<file path="src/core/swt_pkg.sv">
package swt_pkg;
    // system clock and crystal time base
    localparam int unsigned CLK_HZ      = 10_000_000;
    localparam int unsigned XTAL_HZ     = 32_768;
    localparam int unsigned CNT_W       = 24;
    localparam int unsigned PRE_W       = 15;
    localparam logic [14:0] PRE_LAST    = 15'(XTAL_HZ - 1);
    // glitch filter on the reset pin, in microseconds, then in cycles
    localparam int unsigned DEB_US      = 100;
    localparam int unsigned DEB_CYC     = (DEB_US * (CLK_HZ / 1_000_000) < 1) ? 1
                                          : DEB_US * (CLK_HZ / 1_000_000);
    localparam int unsigned DEB_W       = 11;
    localparam logic [10:0] DEB_LAST    = 11'(DEB_CYC - 1);
    // serial port: arbitrary 7-bit target address
    localparam logic [6:0]  DEV_ADDR    = 7'h32;
    localparam logic [2:0]  BIT_LAST    = 3'h7;
    localparam logic [1:0]  BYTE_LAST   = 2'h2;
    // pin positions in the filter vector
    localparam int unsigned PIN_SCL     = 0;
    localparam int unsigned PIN_SDA     = 1;
    localparam int unsigned PIN_XTAL    = 2;
    localparam int unsigned PIN_RST     = 3;
    localparam int unsigned NPIN        = 4;
    // serial port states, gray along the usual path
    typedef enum logic [2:0] {
        ST_IDLE = 3'h0,
        ST_ADDR = 3'h1,
        ST_AACK = 3'h3,
        ST_WR   = 3'h2,
        ST_WACK = 3'h6,
        ST_RD   = 3'h7,
        ST_RACK = 3'h5
    } swt_state_t;
endpackage

</file>
<file path="src/core/swt_timer.sv">
`timescale 1ns/100ps
// What this block does
// - timer is a 24-bit counter counting only upward
// - compare counter to wake value, interrupt on equal
// - counter advances exactly once per second
// - second tick divided from 32.768 kHz crystal
// - reset pin low holds timer, high counts
// - reset pin glitches filtered before taking effect
// - host writes wake value over the serial port
// - data line only pulled low, timed by SCL
module swt_timer #(parameter int unsigned XTAL_DIV = swt_pkg::XTAL_HZ)
(
    input  wire logic               mclk_in,     // 10 MHz system clock
    input  wire logic               arst_n_in,   // async reset, active low
    input  wire logic               xtal_in,     // 32.768 kHz crystal clock
    input  wire logic               trst_n_in,   // timer reset pin, active low
    input  wire logic               scl_in,      // serial clock from host
    input  wire logic               sda_in,      // serial data line level
    output logic                    sda_out,     // always low when enabled
    output logic                    sda_oe_out,  // high while pulling low
    output logic                    int_out,     // wake-up match, active high
    output logic [23:0]             count_out    // live timer value
);
    localparam int unsigned N = swt_pkg::NPIN;
    localparam logic [14:0] PRE_END = 15'(XTAL_DIV - 1); // last crystal edge of one second

    logic [N-1:0]           s1_q;      // first sync stage, read by s2 only
    logic [N-1:0]           s2_q;      // second sync stage
    logic [N-1:0]           s3_q;      // third sync stage
    logic [N-1:0]           f_q;       // accepted pin levels
    logic [N-1:0]           fp_q;      // accepted levels one cycle back
    logic [14:0]            pre_q;     // crystal edge prescaler
    logic                   run_q;     // debounced reset pin level
    logic [10:0]            deb_q;     // stability counter
    logic [23:0]            cnt_q;     // the timer
    logic [23:0]            wake_q;    // committed wake value
    logic [23:0]            stage_q;   // bytes in flight from the host
    logic [23:0]            snap_q;    // timer snapshot for reads
    logic                   int_q;
    logic                   oe_q;
    swt_pkg::swt_state_t    st_q;
    logic [2:0]             bit_q;     // bit within byte
    logic [1:0]             idx_q;     // byte within transfer
    logic [7:0]             sh_q;      // shift register
    logic                   rw_q;      // 1 = host reads
    logic                   armed_q;   // an address bit was clocked in since start

    // byte of a 24-bit word, most significant first
    function automatic logic [7:0] byte_of(input logic [23:0] v, input logic [1:0] i);
        byte_of = (i == 2'h0) ? v[23:16] : (i == 2'h1) ? v[15:8] : v[7:0];
    endfunction

    // edge and bus condition strobes from accepted levels
    logic scl_rise, scl_fall, i2c_start, i2c_stop, xtal_rise, tick;
    assign scl_rise  = f_q[swt_pkg::PIN_SCL] & ~fp_q[swt_pkg::PIN_SCL];
    assign scl_fall  = ~f_q[swt_pkg::PIN_SCL] & fp_q[swt_pkg::PIN_SCL];
    assign i2c_start = f_q[swt_pkg::PIN_SCL] & fp_q[swt_pkg::PIN_SCL]
                       & ~f_q[swt_pkg::PIN_SDA] & fp_q[swt_pkg::PIN_SDA];
    assign i2c_stop  = f_q[swt_pkg::PIN_SCL] & fp_q[swt_pkg::PIN_SCL]
                       & f_q[swt_pkg::PIN_SDA] & ~fp_q[swt_pkg::PIN_SDA];
    assign xtal_rise = f_q[swt_pkg::PIN_XTAL] & ~fp_q[swt_pkg::PIN_XTAL];
    // one pulse per 32768 crystal edges
    assign tick      = run_q & xtal_rise & (pre_q == PRE_END);

    // three-stage sync; a change counts once stages two and three agree
    always_ff @(posedge mclk_in or negedge arst_n_in)
    begin
        if (!arst_n_in)
        begin
            s1_q <= '1;   // idle bus and released reset pin read high
            s2_q <= '1;
            s3_q <= '1;
            f_q  <= '1;
            fp_q <= '1;
        end
        else
        begin
            s1_q <= {trst_n_in, xtal_in, sda_in, scl_in};
            s2_q <= s1_q;
            s3_q <= s2_q;
            fp_q <= f_q;
            for (int i = 0; i < N; i++)
                if (s2_q[i] == s3_q[i])
                    f_q[i] <= s3_q[i];
        end
    end

    // reset pin filter: level must hold DEB_CYC cycles to take effect
    always_ff @(posedge mclk_in or negedge arst_n_in)
    begin
        if (!arst_n_in)
        begin
            run_q <= 1'b0;
            deb_q <= '0;
        end
        else if (f_q[swt_pkg::PIN_RST] == run_q)
            deb_q <= '0;           // bounce restarts the wait
        else if (deb_q == swt_pkg::DEB_LAST)
        begin
            run_q <= f_q[swt_pkg::PIN_RST];
            deb_q <= '0;
        end
        else
            deb_q <= deb_q + 11'h1;
    end

    // prescaler, cleared while the timer is held
    always_ff @(posedge mclk_in or negedge arst_n_in)
    begin
        if (!arst_n_in)
            pre_q <= '0;
        else if (!run_q)
            pre_q <= '0;
        else if (xtal_rise)
            pre_q <= (pre_q == PRE_END) ? '0 : pre_q + 15'h1;
    end

    // the timer; wraps past all ones, there is no stop
    always_ff @(posedge mclk_in or negedge arst_n_in)
    begin
        if (!arst_n_in)
            cnt_q <= '0;
        else if (!run_q)
            cnt_q <= '0;
        else if (tick)
            cnt_q <= cnt_q + 24'h1;
    end

    // match compare, level output while equal
    always_ff @(posedge mclk_in or negedge arst_n_in)
    begin
        if (!arst_n_in)
            int_q <= 1'b0;
        else
            int_q <= run_q & (cnt_q == wake_q);
    end

    // serial target: write 3 bytes = wake value, read 3 bytes = timer
    always_ff @(posedge mclk_in or negedge arst_n_in)
    begin
        if (!arst_n_in)
        begin
            st_q    <= swt_pkg::ST_IDLE;
            bit_q   <= '0;
            idx_q   <= '0;
            sh_q    <= '0;
            rw_q    <= 1'b0;
            armed_q <= 1'b0;
            oe_q    <= 1'b0;
            stage_q <= '0;
            wake_q  <= '0;
            snap_q  <= '0;
        end
        else if (i2c_stop)
        begin
            st_q <= swt_pkg::ST_IDLE;
            oe_q <= 1'b0;
        end
        else if (i2c_start)
        begin
            // repeated start also lands here
            st_q  <= swt_pkg::ST_ADDR;
            bit_q <= '0;
            idx_q <= '0;
            oe_q  <= 1'b0;
            armed_q <= 1'b0;  // the clock fall that ends the start is no bit
        end
        else if (scl_rise)
        begin
            // sample only on rising clock
            unique case (st_q)
                swt_pkg::ST_ADDR, swt_pkg::ST_WR:
                begin
                    sh_q  <= {sh_q[6:0], f_q[swt_pkg::PIN_SDA]};
                    bit_q <= bit_q + 3'h1;
                    armed_q <= 1'b1;
                end
                swt_pkg::ST_RACK:
                    rw_q <= ~f_q[swt_pkg::PIN_SDA]; // host ack keeps read going
                default:
                    ;
            endcase
        end
        else if (scl_fall)
        begin
            // data line changes only while clock low
            unique case (st_q)
                swt_pkg::ST_ADDR:
                    if (bit_q == 3'h0 && armed_q)  // eight bits seen, not the start fall
                    begin
                        if (sh_q[7:1] == swt_pkg::DEV_ADDR)
                        begin
                            st_q   <= swt_pkg::ST_AACK;
                            rw_q   <= sh_q[0];
                            oe_q   <= 1'b1;
                            snap_q <= cnt_q;  // coherent multi-byte read
                        end
                        else
                            st_q <= swt_pkg::ST_IDLE;
                    end
                swt_pkg::ST_AACK, swt_pkg::ST_RACK:
                    if (rw_q)
                    begin
                        st_q  <= swt_pkg::ST_RD;
                        sh_q  <= byte_of(snap_q, idx_q) << 1;
                        oe_q  <= (byte_of(snap_q, idx_q) < 8'h80); // msb clear: pull low
                        bit_q <= 3'h1;
                        idx_q <= (idx_q == swt_pkg::BYTE_LAST) ? '0 : idx_q + 2'h1;
                    end
                    else
                    begin
                        // host nack on a read also ends up here
                        st_q  <= (st_q == swt_pkg::ST_AACK) ? swt_pkg::ST_WR
                                                            : swt_pkg::ST_IDLE;
                        oe_q  <= 1'b0;
                        bit_q <= '0;
                    end
                swt_pkg::ST_WR:
                    if (bit_q == 3'h0)
                    begin
                        st_q <= swt_pkg::ST_WACK;
                        oe_q <= 1'b1;
                        stage_q <= {stage_q[15:0], sh_q};
                        if (idx_q == swt_pkg::BYTE_LAST)
                            wake_q <= {stage_q[15:0], sh_q};
                        idx_q <= (idx_q == swt_pkg::BYTE_LAST) ? '0 : idx_q + 2'h1;
                    end
                swt_pkg::ST_WACK:
                begin
                    st_q <= swt_pkg::ST_WR;
                    oe_q <= 1'b0;
                end
                swt_pkg::ST_RD:
                begin
                    if (bit_q == 3'h0)
                    begin
                        st_q <= swt_pkg::ST_RACK;
                        oe_q <= 1'b0;        // release for host ack
                    end
                    else
                    begin
                        oe_q  <= ~sh_q[7];   // a one is a release, never a drive
                        sh_q  <= {sh_q[6:0], 1'b0};
                        bit_q <= bit_q + 3'h1;
                    end
                end
                default:
                begin
                    st_q <= swt_pkg::ST_IDLE;
                    oe_q <= 1'b0;
                end
            endcase
        end
    end
    assign sda_out    = 1'b0;   // open drain: level is always low
    assign sda_oe_out = oe_q;
    assign int_out    = int_q;
    assign count_out  = cnt_q;
endmodule

</file>
<file path="config.mk">
export PLATFORM = sky130hd
export DESIGN_NAME = swt_timer
export DESIGN_NICKNAME = d
export VERILOG_FILES = /design/src/core/swt_pkg.sv /design/src/core/swt_timer.sv
export SDC_FILE = /design/constraint.sdc
export NUM_CORES = 1
export LEC_CHECK = 0
export BUFFER_PORTS_ARGS = -buffer_cell sky130_fd_sc_hd__clkbuf_2
export CORE_MARGIN = 1.5
export CORE_UTILIZATION = 50
export DETAILED_ROUTE_END_ITERATION = 7
export GPL_ROUTABILITY_DRIVEN = 0
export GPL_TIMING_DRIVEN = 0
export PLACE_DENSITY = 0.67
export SYNTH_ARGS = -nofsm -noshare
export SYNTH_HDL_FRONTEND = slang
export SYNTH_SLANG_ARGS = --single-unit
</file>
<file path="constraint.sdc">
create_clock -name mclk_in -period 4.9 [get_ports mclk_in]
set_input_delay 0.98 -clock mclk_in [delete_from_list [all_inputs] [get_ports mclk_in]]
set_output_delay 0.98 -clock mclk_in [all_outputs]
set_load 0.02 [all_outputs]
</file>
==> results.sh, run 1 <==
export IMPL_drt_pass1_iterations=5
export IMPL_placed_cells=875
export IMPL_ys_types=64
export IMPL_drc=0
export IMPL_ys_async_sr_fraction_pct=100
export IMPL_synth_warnings=0
export IMPL_min_path_type="flip-flop to flip-flop"
export IMPL_cts_setup_buffers=0
export IMPL_core_um2=14500
export IMPL_crit_path_start="fp_q[0]"
export IMPL_clockBufferDepth=2
export IMPL_synth_top_area_cell="dfrtp_1"
export IMPL_hpwl_mm=11.4
export IMPL_synth_edf_count=0
export IMPL_multi_input_area_um2=3340
export IMPL_ant_nets=0
export IMPL_p_leak_nw=3.93
export IMPL_worst_slew_pin_slew_ns=0.504
export IMPL_initial_core_util_pct=51.2
export IMPL_cts_hold_buf=0
export IMPL_grt_pass1_wl_mm=26.7
export IMPL_hold_start="s1_q[1]"
export IMPL_ys_ff_latch=154
export IMPL_crit_chain="inv_1 -> ha_1 -> nor2b_1 -> nand3_1 -> nor4b_4 -> buf_6 -> mux2_2"
export IMPL_grt_pass1_vias=5220
export IMPL_synth_commonest_cells="135 x dfrtp_1, 70 x mux2_2, 50 x nor2_1"
export IMPL_slew_headroom_pct=66.1
export IMPL_cp_required_ns=5.20
export IMPL_drive_gt1_share_pct=25.3
export IMPL_vias_per_cell=5.74
export IMPL_period_needed_ns=2.62
export IMPL_area_growth_pct=13.7
export IMPL_die_y_um=125
export IMPL_worstPathArrival_ns=2.92
export IMPL_antenna_found_initial=0
export IMPL_cts_tree="built"
export IMPL_ys_seq_area_share_pct=52.1
export IMPL_vias=5204
export IMPL_io_buffer_count=31
export IMPL_worst_hold_path_num_cells=0
export IMPL_path_clk_slew_ns=0.06
export IMPL_synth_top_area_share_pct=45.4
export IMPL_cts_resized=0
export IMPL_instances_no_fill=907
export IMPL_ys_flop_type="dfrtp_1"
export IMPL_min_period_over_period_pct=53.4
export IMPL_fillerInstances=1250
export IMPL_drv_slew=0
export IMPL_synth_area_um2=7440
export IMPL_antenna_cells=0
export IMPL_seq_area_um2=3880
export IMPL_synth_area_leaders="dfrtp_1 45%, mux2_2 11%, dfstp_2 6.7%"
export IMPL_num_nets_final=724
export IMPL_insertion_delay_ns=0.43
export IMPL_wl_per_cell_um=17.6
export IMPL_cts_htree_levels=4
export IMPL_ios=33
export IMPL_clock_root_buffer="clkbuf_16"
export IMPL_max_freq_mhz=382
export IMPL_cp_start_kind="flip-flop"
export IMPL_synth_area_per_cell_um2=11.3
export IMPL_synth_most_common_cell="dfrtp_1"
export IMPL_syn_inst=659
export IMPL_clock_sinks=154
export IMPL_grt_overflow_total=0
export IMPL_wirelength_mm=15.9
export IMPL_setup_viol=0
export IMPL_rows=44
export IMPL_powerDensity_nw_per_um2=339
export IMPL_grt_max_degree=98
export IMPL_hold_viol_final=0
export IMPL_reg2reg_depth=7
export IMPL_worstSetupPathType="flip-flop to flip-flop"
export IMPL_path_max_fanout=10
export IMPL_peakVddDrop_v=0.000237
export IMPL_cts_buffers=17
export IMPL_maxCapViolations=0
export IMPL_r2r_start="fp_q[0]"
export IMPL_grtUsageTotal_pct=21.7
export IMPL_critPathSlowestCell="dfstp_2"
export IMPL_end_kind="flip-flop"
export IMPL_drtIter0Drc=385
export IMPL_crit_path_max_incr_delay_ns=0.54
export IMPL_finalClockSkew_ns=0.0160
export IMPL_status="finished clean"
export IMPL_synth_fp_nets=673
export IMPL_rsz0062_at_grt="no"
export IMPL_die_area_um2=15600
export IMPL_die_w_um=125
export IMPL_setup_tns_ns=0
-- critical path, delay by kind of cell (launching register included) --
kind                       cells  cell delay, ns
and+or+nand+nor                3            1.09
DFF                            1            0.54
muxes                          1            0.35
buffers and inverters          2            0.27
adders and majority gates      1            0.23
-- final cells by class --
| class | count | area share (%) |
|---|---|---|
| buffer | 29 | 2.05 |
| clock buffer | 29 | 6.80 |
| clock inverter | 3 | 0.266 |
| inverter | 13 | 0.577 |
| multi-input combinational | 463 | 39.5 |
| sequential | 154 | 45.8 |
| tap | 184 | 2.72 |
| timing repair buffer | 32 | 2.26 |
-- kinds of logic after synthesis --
kind of cell             Yosys count  synth area share (%)
adder cells (fa/ha/maj)           12                  1.88
AND/OR/NAND/NOR                  225                  17.2
multiplexers                      86                  12.8
flip-flops                       154                  52.1
XOR/XNOR                          52                  6.12
AO/OA/AOI/OAI                     87                  6.88
buffers and inverters             42                  2.99
other                              1                0.0504
-- flip-flops by register name, summed over array words and instances (netlist names) --
name        flops
s2_q            4
s1_q            4
wake_q         24
pre_q          15
rw_q            1
f_q             4
s3_q            4
fp_q            3
deb_q          11
st_q            3
bit_q           3
snap_q         24
count_out      24
stage_q        16
armed_q         1
run_q           1
idx_q           2
sh_q            8
int_out         1
sda_oe_out      1
-- path summary, 6_finish.rpt --
path                              to  slack [ns]
max                        wake_q[9]        2.28
min                          s2_q[1]        0.36
max reg2reg                wake_q[9]        2.28
min reg2reg                  s2_q[1]        0.36
max in group asynchronous  wake_q[3]        3.57
min in group asynchronous    st_q[0]        0.52
-- layout by cell type (no fill, tap or decap), types with 5 or more instances in the layout --
cell type and n:
and3_1 7, a21oi_1 27, buf_2 7, mux2i_1 13, or3_1 10, inv_1 13
dfstp_2 19, ha_1 8, clkbuf_16 21, nand2_1 49, xor2_1 35, clkbuf_2 30
nor4_1 12, mux2_2 70, nand3_1 25, clkbuf_1 18, nor3_1 8, nor2b_1 5
nor2_1 50, nand4_1 16, buf_4 5, xnor2_1 17, o21ai_0 32, buf_6 5
dfrtp_1 135
-- layer usage --
layer	global-route usage, %	part of all wire (%)	wire (um)	up-vias
met4	7.42	1.9	298	0
li1	-	-	-	2446
met3	5.61	3.8	602	25
met5	0	0	0	-
met2	35.0	48	7680	119
met1	28.8	46	7340	2614
-- power breakdown --
group	internal [mW]	switching (mW)	total (mW)
logic	0.0800	0.130	0.210
registers	1.32	0.0326	1.35
clock network	0.799	0.509	1.31
total	2.19	0.672	2.87
-- through the flow --
step	power [mW]	cell area (um^2)	worst slack (ns)	utilization (%)	hold WS [ns]
after floorplan	1.50	7440	2.67	-	0.345
after global placement	1.57	7830	0.297	53.9	0.345
after detailed placement	1.58	7870	2.30	54.1	0.347
after CTS	2.89	8460	2.27	58.2	0.356
after global routing	2.98	8460	2.09	58.2	0.362
final	2.87	8460	2.28	58.2	0.355
(Power assumes the default switching activity.)
==> inputs of run 2 (changes only) <==
--- a/config.mk
+++ b/config.mk
@@ -11,7 +11,7 @@
 export DETAILED_ROUTE_END_ITERATION = 7
 export GPL_ROUTABILITY_DRIVEN = 0
 export GPL_TIMING_DRIVEN = 0
-export PLACE_DENSITY = 0.67
+export PLACE_DENSITY = 0.69
 export SYNTH_ARGS = -nofsm -noshare
 export SYNTH_HDL_FRONTEND = slang
 export SYNTH_SLANG_ARGS = --single-unit
==> constraint.sdc (replaced) <==
create_clock -name mclk_in -period 2.4 [get_ports mclk_in]
set_input_delay 0.48 -clock mclk_in [delete_from_list [all_inputs] [get_ports mclk_in]]
set_output_delay 0.48 -clock mclk_in [all_outputs]
set_load 0.02 [all_outputs]
==> run 2 against run 1 <==
Compared with the run above: via count is 0.15% lower; fmax is 16% higher; die area stayed put; core utilization is 0.56 points higher; combinational power is 110% higher; worst setup slack worse by 2.1 ns; sequential share of layout area is 0.44 points lower; hold slack worse by 0.22 ns; flip-flop and latch count stayed put; wire length is 2.3% higher; count of clock-buffer cells in the layout is 10 lower; critical path type unchanged; largest power group is now the clock network.
==> results.sh, run 2 (synthesized netlist as in run 1, its figures left out) <==
export IMPL_ant_nets=0
export IMPL_clock_sinks=154
export IMPL_drc=0
export IMPL_drtIter0Drc=391
export IMPL_hpwl_mm=11.4
export IMPL_grt_overflow_total=0
export IMPL_setup_viol=0
export IMPL_io_buffer_count=31
export IMPL_hold_viol_final=0
export IMPL_hold_ws_ns=0.137
export IMPL_drt_pass1_iterations=4
export IMPL_grt_pass1_vias=5250
export IMPL_min_period_over_period_pct=93.7
export IMPL_worstPathArrival_ns=2.55
export IMPL_clock_root_buffer="clkbuf_16"
export IMPL_worst_hold_path_num_cells=1
export IMPL_critPathSlowestCell="dfstp_2"
export IMPL_area_growth_pct=14.8
export IMPL_crit_path_max_incr_delay_ns=0.54
export IMPL_rows=44
export IMPL_cp_start_kind="flip-flop"
export IMPL_maxCapViolations=0
export IMPL_r2r_start="fp_q[0]"
export IMPL_rsz0062_at_grt="no"
export IMPL_drive_gt1_share_pct=26.5
export IMPL_vias=5196
export IMPL_clockBufferDepth=2
export IMPL_grtUsageTotal_pct=22.0
export IMPL_slew_headroom_pct=60.4
export IMPL_cts_htree_levels=4
export IMPL_grt_pass1_wl_mm=27.2
export IMPL_antenna_cells=0
export IMPL_min_path_type="primary input to flip-flop"
export IMPL_crit_path_end="wake_q[17]"
export IMPL_cp_buffers_inverters=3
export IMPL_path_clk_slew_ns=0.06
export IMPL_reg2reg_to="wake_q[17]"
export IMPL_powerDensity_nw_per_um2=704
export IMPL_cts_buffers=17
export IMPL_insertion_delay_ns=0.42
export IMPL_crit_path_start="fp_q[0]"
export IMPL_place_area_um2=7870
export IMPL_die_area_um2=15600
export IMPL_drv_slew=0
export IMPL_grt_max_degree=121
export IMPL_die_w_um=125
export IMPL_initial_core_util_pct=51.2
export IMPL_num_nets_final=728
export IMPL_final_cell_mix="135 x dfrtp_1, 70 x mux2_2, 50 x nor2_1"
export IMPL_worstSetupPathType="flip-flop to flip-flop"
export IMPL_wl_per_cell_um=17.9
export IMPL_antenna_found_initial=0
export IMPL_fin_area_um2=8540
export IMPL_peakVddDrop_v=0.000549
export IMPL_max_freq_mhz=445
export IMPL_p_total_mw=6.02
export IMPL_path_max_fanout=5
export IMPL_vias_per_cell=5.70
export IMPL_period_needed_ns=2.25
export IMPL_path_depth=8
export IMPL_finalClockSkew_ns=0.00854
export IMPL_ios=33
export IMPL_die_y_um=125
export IMPL_worst_slew_pin_slew_ns=0.594
export IMPL_p_leak_nw=3.96
export IMPL_crit_chain="inv_1 -> ha_2 -> nor2b_4 -> nand3_2 -> nor4b_4 -> buf_4 -> buf_2 -> mux2_2"
export IMPL_path_delay_family="simple AND/OR/NAND/NOR gates"
export IMPL_cts_tree="built"
export IMPL_end_kind="flip-flop"
export IMPL_timing_reg2reg_setup_slack_ns=0.15
export IMPL_cp_required_ns=2.70
export IMPL_core_um2=14500
export IMPL_reg2reg_depth=8
export IMPL_mostFrequentLayoutCell="dfrtp_1"
export IMPL_wirelength_mm=16.3
export IMPL_status="finished clean"
-- run 2: timing repair --
| action | in CTS | in global routing |
|---|---|---|
| endpoints found under the setup margin | 32 | 26 |
| pin swaps | 1 | 1 |
| gates cloned | 0 | 1 |
| gates resized for setup | 3 | 2 |
| hold endpoints to repair | 20 | 0 |
| hold buffers | 1 | 0 |
| buffers inserted | 2 | 1 |
-- run 2: layer usage --
layer	vias up	track usage, %	routed length (um)
met3	15	4.66	623
met1	2616	29.5	7340
met5	-	0	0
met4	0	6.08	199
li1	2453	-	-
met2	112	36.5	8120
-- run 2: how the worst min path moves through the flow --
stage | start | endpoint | slack (ns)
6_report | xtal_in | s1_q[2] | 0.14
5_1_grt | xtal_in | s1_q[2] | 0.11
4_1_cts | xtal_in | s1_q[2] | 0.11
3_5_place_dp | s1_q[3] | s2_q[3] | 0.35
3_3_place_gp | s1_q[0] | s2_q[0] | 0.35
2_1_floorplan | arst_n_in | armed_q | 0.18
-- run 2: worst register-to-register path, delay by kind of cell, from the launching register on --
| family | cells | cell delay (ns) |
|---|---|---|
| adder cells (fa/ha/maj) | 1 | 0.20 |
| buffers and inverters | 3 | 0.43 |
| flip-flops | 1 | 0.54 |
| multiplexers | 1 | 0.35 |
| AND/OR/NAND/NOR | 3 | 0.60 |
-- run 2: cell type report --
type,count,area (um^2)
clock buffers,19,433
flip-flops and latches,154,3880
repair buffers,37,229
well taps,184,230
inverters,13,48.8
fillers,1210,5990
multi-input cells,463,3360
clock inverters,13,193
plain buffers,28,170
-- run 2: metrics by stage --
| step | setup TNS [ns] | worst slack, ns | util, % | std cells |
|---|---|---|---|---|
| after CTS | 0 | 0.0116 | 58.7 | 910 |
| final | 0 | 0.151 | 58.8 | 911 |
| after floorplan | 0 | 0.168 | - | 659 |
| after global placement | -244.33 | -1.69 | 53.9 | 874 |
| after global routing | 0 | 0.0646 | 58.8 | 911 |
| after detailed placement | -5.00 | -0.184 | 54.1 | 875 |
-- run 2: report_power, final --
group / switching, mW / internal [mW] / total, mW
clock network: 1.08 / 1.75 / 2.83
registers: 0.0680 / 2.68 / 2.75
logic: 0.267 / 0.167 / 0.434
total: 1.42 / 4.60 / 6.02
==> inputs of run 3 (changes only) <==
--- a/config.mk
+++ b/config.mk
@@ -5,6 +5,7 @@
 export SDC_FILE = /design/constraint.sdc
 export NUM_CORES = 1
 export LEC_CHECK = 0
+export ABC_AREA = 1
 export BUFFER_PORTS_ARGS = -buffer_cell sky130_fd_sc_hd__clkbuf_2
 export CORE_MARGIN = 1.5
 export CORE_UTILIZATION = 50
@@ -15,3 +16,4 @@
 export SYNTH_ARGS = -nofsm -noshare
 export SYNTH_HDL_FRONTEND = slang
 export SYNTH_SLANG_ARGS = --single-unit
+export TNS_END_PERCENT = 10
==> run 3 against run 2 <==
Compared with the run above: die area is 2.3% higher; largest power group is now sequential cells; critical path depth increased by 3; flip-flop and latch count is the same; wire length rose by 12%; sequential power barely moved; core utilization down 0.090 points; first-iteration DRC count up 24%; register-to-register slack better by 0.05 ns; power down 0.88%; sequential share of layout area decreased by 0.44 points; critical path type unchanged; hold slack got worse by 0.079 ns; clock power is 5% lower.
==> results.sh, run 3 <==
export IMPL_path_max_fanout=10
export IMPL_synth_top_area_share_pct=44.3
export IMPL_synth_fp_nets=972
export IMPL_cts_hold_buf=0
export IMPL_drive_gt1_share_pct=12.1
export IMPL_worst_slack_ns=0.203
export IMPL_synth_edf_count=0
export IMPL_ys_types=38
export IMPL_synthMuxAreaShare_pct=0
export IMPL_drv_slew=0
export IMPL_peakVddDrop_v=0.000517
export IMPL_synth_simple_gate_area_share_pct=27.4
export IMPL_ant_nets=0
export IMPL_vias=6418
export IMPL_drt_pass1_iterations=5
export IMPL_final_cell_mix="296 x nand2_1, 135 x dfrtp_1, 103 x inv_1"
export IMPL_worst_slew_pin_slew_ns=0.700
export IMPL_ys_ff_latch=154
export IMPL_drc=0
export IMPL_slew_headroom_pct=53.3
export IMPL_rows=44
export IMPL_clock_sinks=154
export IMPL_num_nets_final=1023
export IMPL_synth_warnings=0
export IMPL_synth_area_um2=7620
export IMPL_synth_commonest_cells="296 x nand2_1, 135 x dfrtp_1, 103 x inv_1"
export IMPL_min_period_over_period_pct=91.5
export IMPL_antenna_found_initial=0
export IMPL_clockBufferDepth=2
export IMPL_finalClockSkew_ns=0.0122
export IMPL_synth_area_per_cell_um2=7.96
export IMPL_grt_pass1_wl_mm=30.1
export IMPL_grt_pass1_vias=6094
export IMPL_period_needed_ns=2.20
export IMPL_setup_viol=0
export IMPL_cts_buffers=17
export IMPL_ys_flop_type="dfrtp_1"
export IMPL_wl_per_cell_um=15.1
export IMPL_synth_top_area_cell="dfrtp_1"
export IMPL_ys_async_sr_fraction_pct=100
export IMPL_syn_inst=958
export IMPL_synth_most_common_cell="nand2_1"
export IMPL_cts_setup_buffers=0
export IMPL_maxCapViolations=0
export IMPL_insertion_delay_ns=0.44
export IMPL_hold_viol_final=0
export IMPL_clock_root_buffer="clkbuf_16"
export IMPL_drtIter0Drc=486
export IMPL_cts_tree="built"
export IMPL_fillerInstances=1318
export IMPL_cts_resized=0
export IMPL_synthAdderAreaFrac_pct=1.84
export IMPL_io_buffer_count=31
export IMPL_synth_xor_area_share_pct=2.99
export IMPL_antenna_cells=0
export IMPL_cp_start_kind="flip-flop"
export IMPL_rsz0062_at_grt="no"
export IMPL_p_total_mw=5.97
export IMPL_ys_seq_area_share_pct=50.9
export IMPL_vias_per_cell=5.32
export IMPL_mostFrequentLayoutCell="nand2_1"
export IMPL_min_path_type="primary input to asynchronous set/reset pin"
export IMPL_max_freq_mhz=455
export IMPL_r2r_start="fp_q[0]"
export IMPL_die_w_um=126
export IMPL_initial_core_util_pct=51.8
export IMPL_grt_overflow_total=0
export IMPL_crit_path_start="fp_q[0]"
export IMPL_worstPathArrival_ns=2.50
export IMPL_synth_top_family_by_area="simple AND/OR/NAND/NOR gates"
export IMPL_reg2reg_depth=11
export IMPL_wirelength_mm=18.2
export IMPL_powerDensity_nw_per_um2=692
export IMPL_synth_area_leaders="dfrtp_1 44%, nand2_1 15%, dfstp_2 6.6%"
export IMPL_die_y_um=126
export IMPL_area_growth_pct=13.2
export IMPL_cts_htree_levels=4
export IMPL_dp_worst_setup_slack_ns=0.230
export IMPL_cp_required_ns=2.70
export IMPL_synth_compound_area_share_pct=9.54
export IMPL_die_area_um2=16000
export IMPL_core_um2=14700
export IMPL_hpwl_mm=13.1
export IMPL_p_leak_nw=4.02
export IMPL_grt_max_degree=86
export IMPL_end_kind="flip-flop"
export IMPL_worstSetupPathType="flip-flop to flip-flop"
export IMPL_ios=33
export IMPL_status="finished clean"
export IMPL_path_clk_slew_ns=0.07
export IMPL_grtUsageTotal_pct=24.1
-- run 3: cell type report --
type | count | area (um^2) | share of cell area [%]
clock buffer | 20 | 447 | 5.18
timing repair buffer | 32 | 191 | 2.22
tap | 184 | 230 | 2.67
clock inverter | 12 | 139 | 1.61
sequential | 154 | 3880 | 44.9
buffer | 27 | 150 | 1.74
multi-input combinational | 668 | 3180 | 36.9
inverter | 109 | 409 | 4.74
-- run 3: cells by family (layout without fill, tap and decap cells) --
logic type | Yosys count | after routing
buffers and inverters | 136 | 200
and+or+nand+nor | 491 | 491
DFF | 154 | 154
AOI/OAI and AO/OA | 138 | 138
other | 1 | 1
adders and majority gates | 12 | 12
xor gates and xnor gates | 26 | 26
-- run 3: final timing paths --
check / to / slack (ns)
worst max-delay path: wake_q[13] / 0.20
worst min-delay path: pre_q[13] / 0.06
worst max register to register: wake_q[13] / 0.20
worst min register to register: s3_q[2] / 0.35
max in group asynchronous: s1_q[1] / 1.52
min in group mclk_in: s1_q[0] / 0.12
-- run 3: critical path, stage by stage (launching register included) --
cell and delay (ns):
dfstp_2 0.56, inv_1 0.05, ha_1 0.16, clkbuf_1 0.20
inv_2 0.15, nand4_2 0.16, nor2_4 0.21, nand3_2 0.15
buf_6 0.18, buf_6 0.14, nand2_1 0.05, o21ai_1 0.06
-- run 3: metrics by stage --
step	utilization [%]	std cells	setup TNS [ns]	instance area, um^2	hold slack [ns]
6_report	58.7	1206	0	8630	0.0584
3_3_place_gp	54.5	1173	-255.88	8010	0.346
4_1_cts	58.7	1206	0	8630	0.114
5_1_grt	58.7	1206	0	8630	0.117
2_1_floorplan	-	958	0	7620	0.184
3_5_place_dp	54.7	1174	0	8040	0.348
-- run 3: layer usage --
metal	routed length, um	GRT usage, %	vias up
li1	-	-	3186
met2	8450	38.6	159
met4	429	8.59	0
met5	0	0	-
met3	818	4.89	30
met1	8480	32.7	3043
-- run 3: where the power goes --
group | total (mW) | internal [mW] | switching (mW) | leakage [nW]
Sequential | 2.78 | 2.70 | 0.0785 | 2.08
Clock | 2.70 | 1.57 | 1.13 | 0.274
Combinational | 0.491 | 0.136 | 0.356 | 1.67
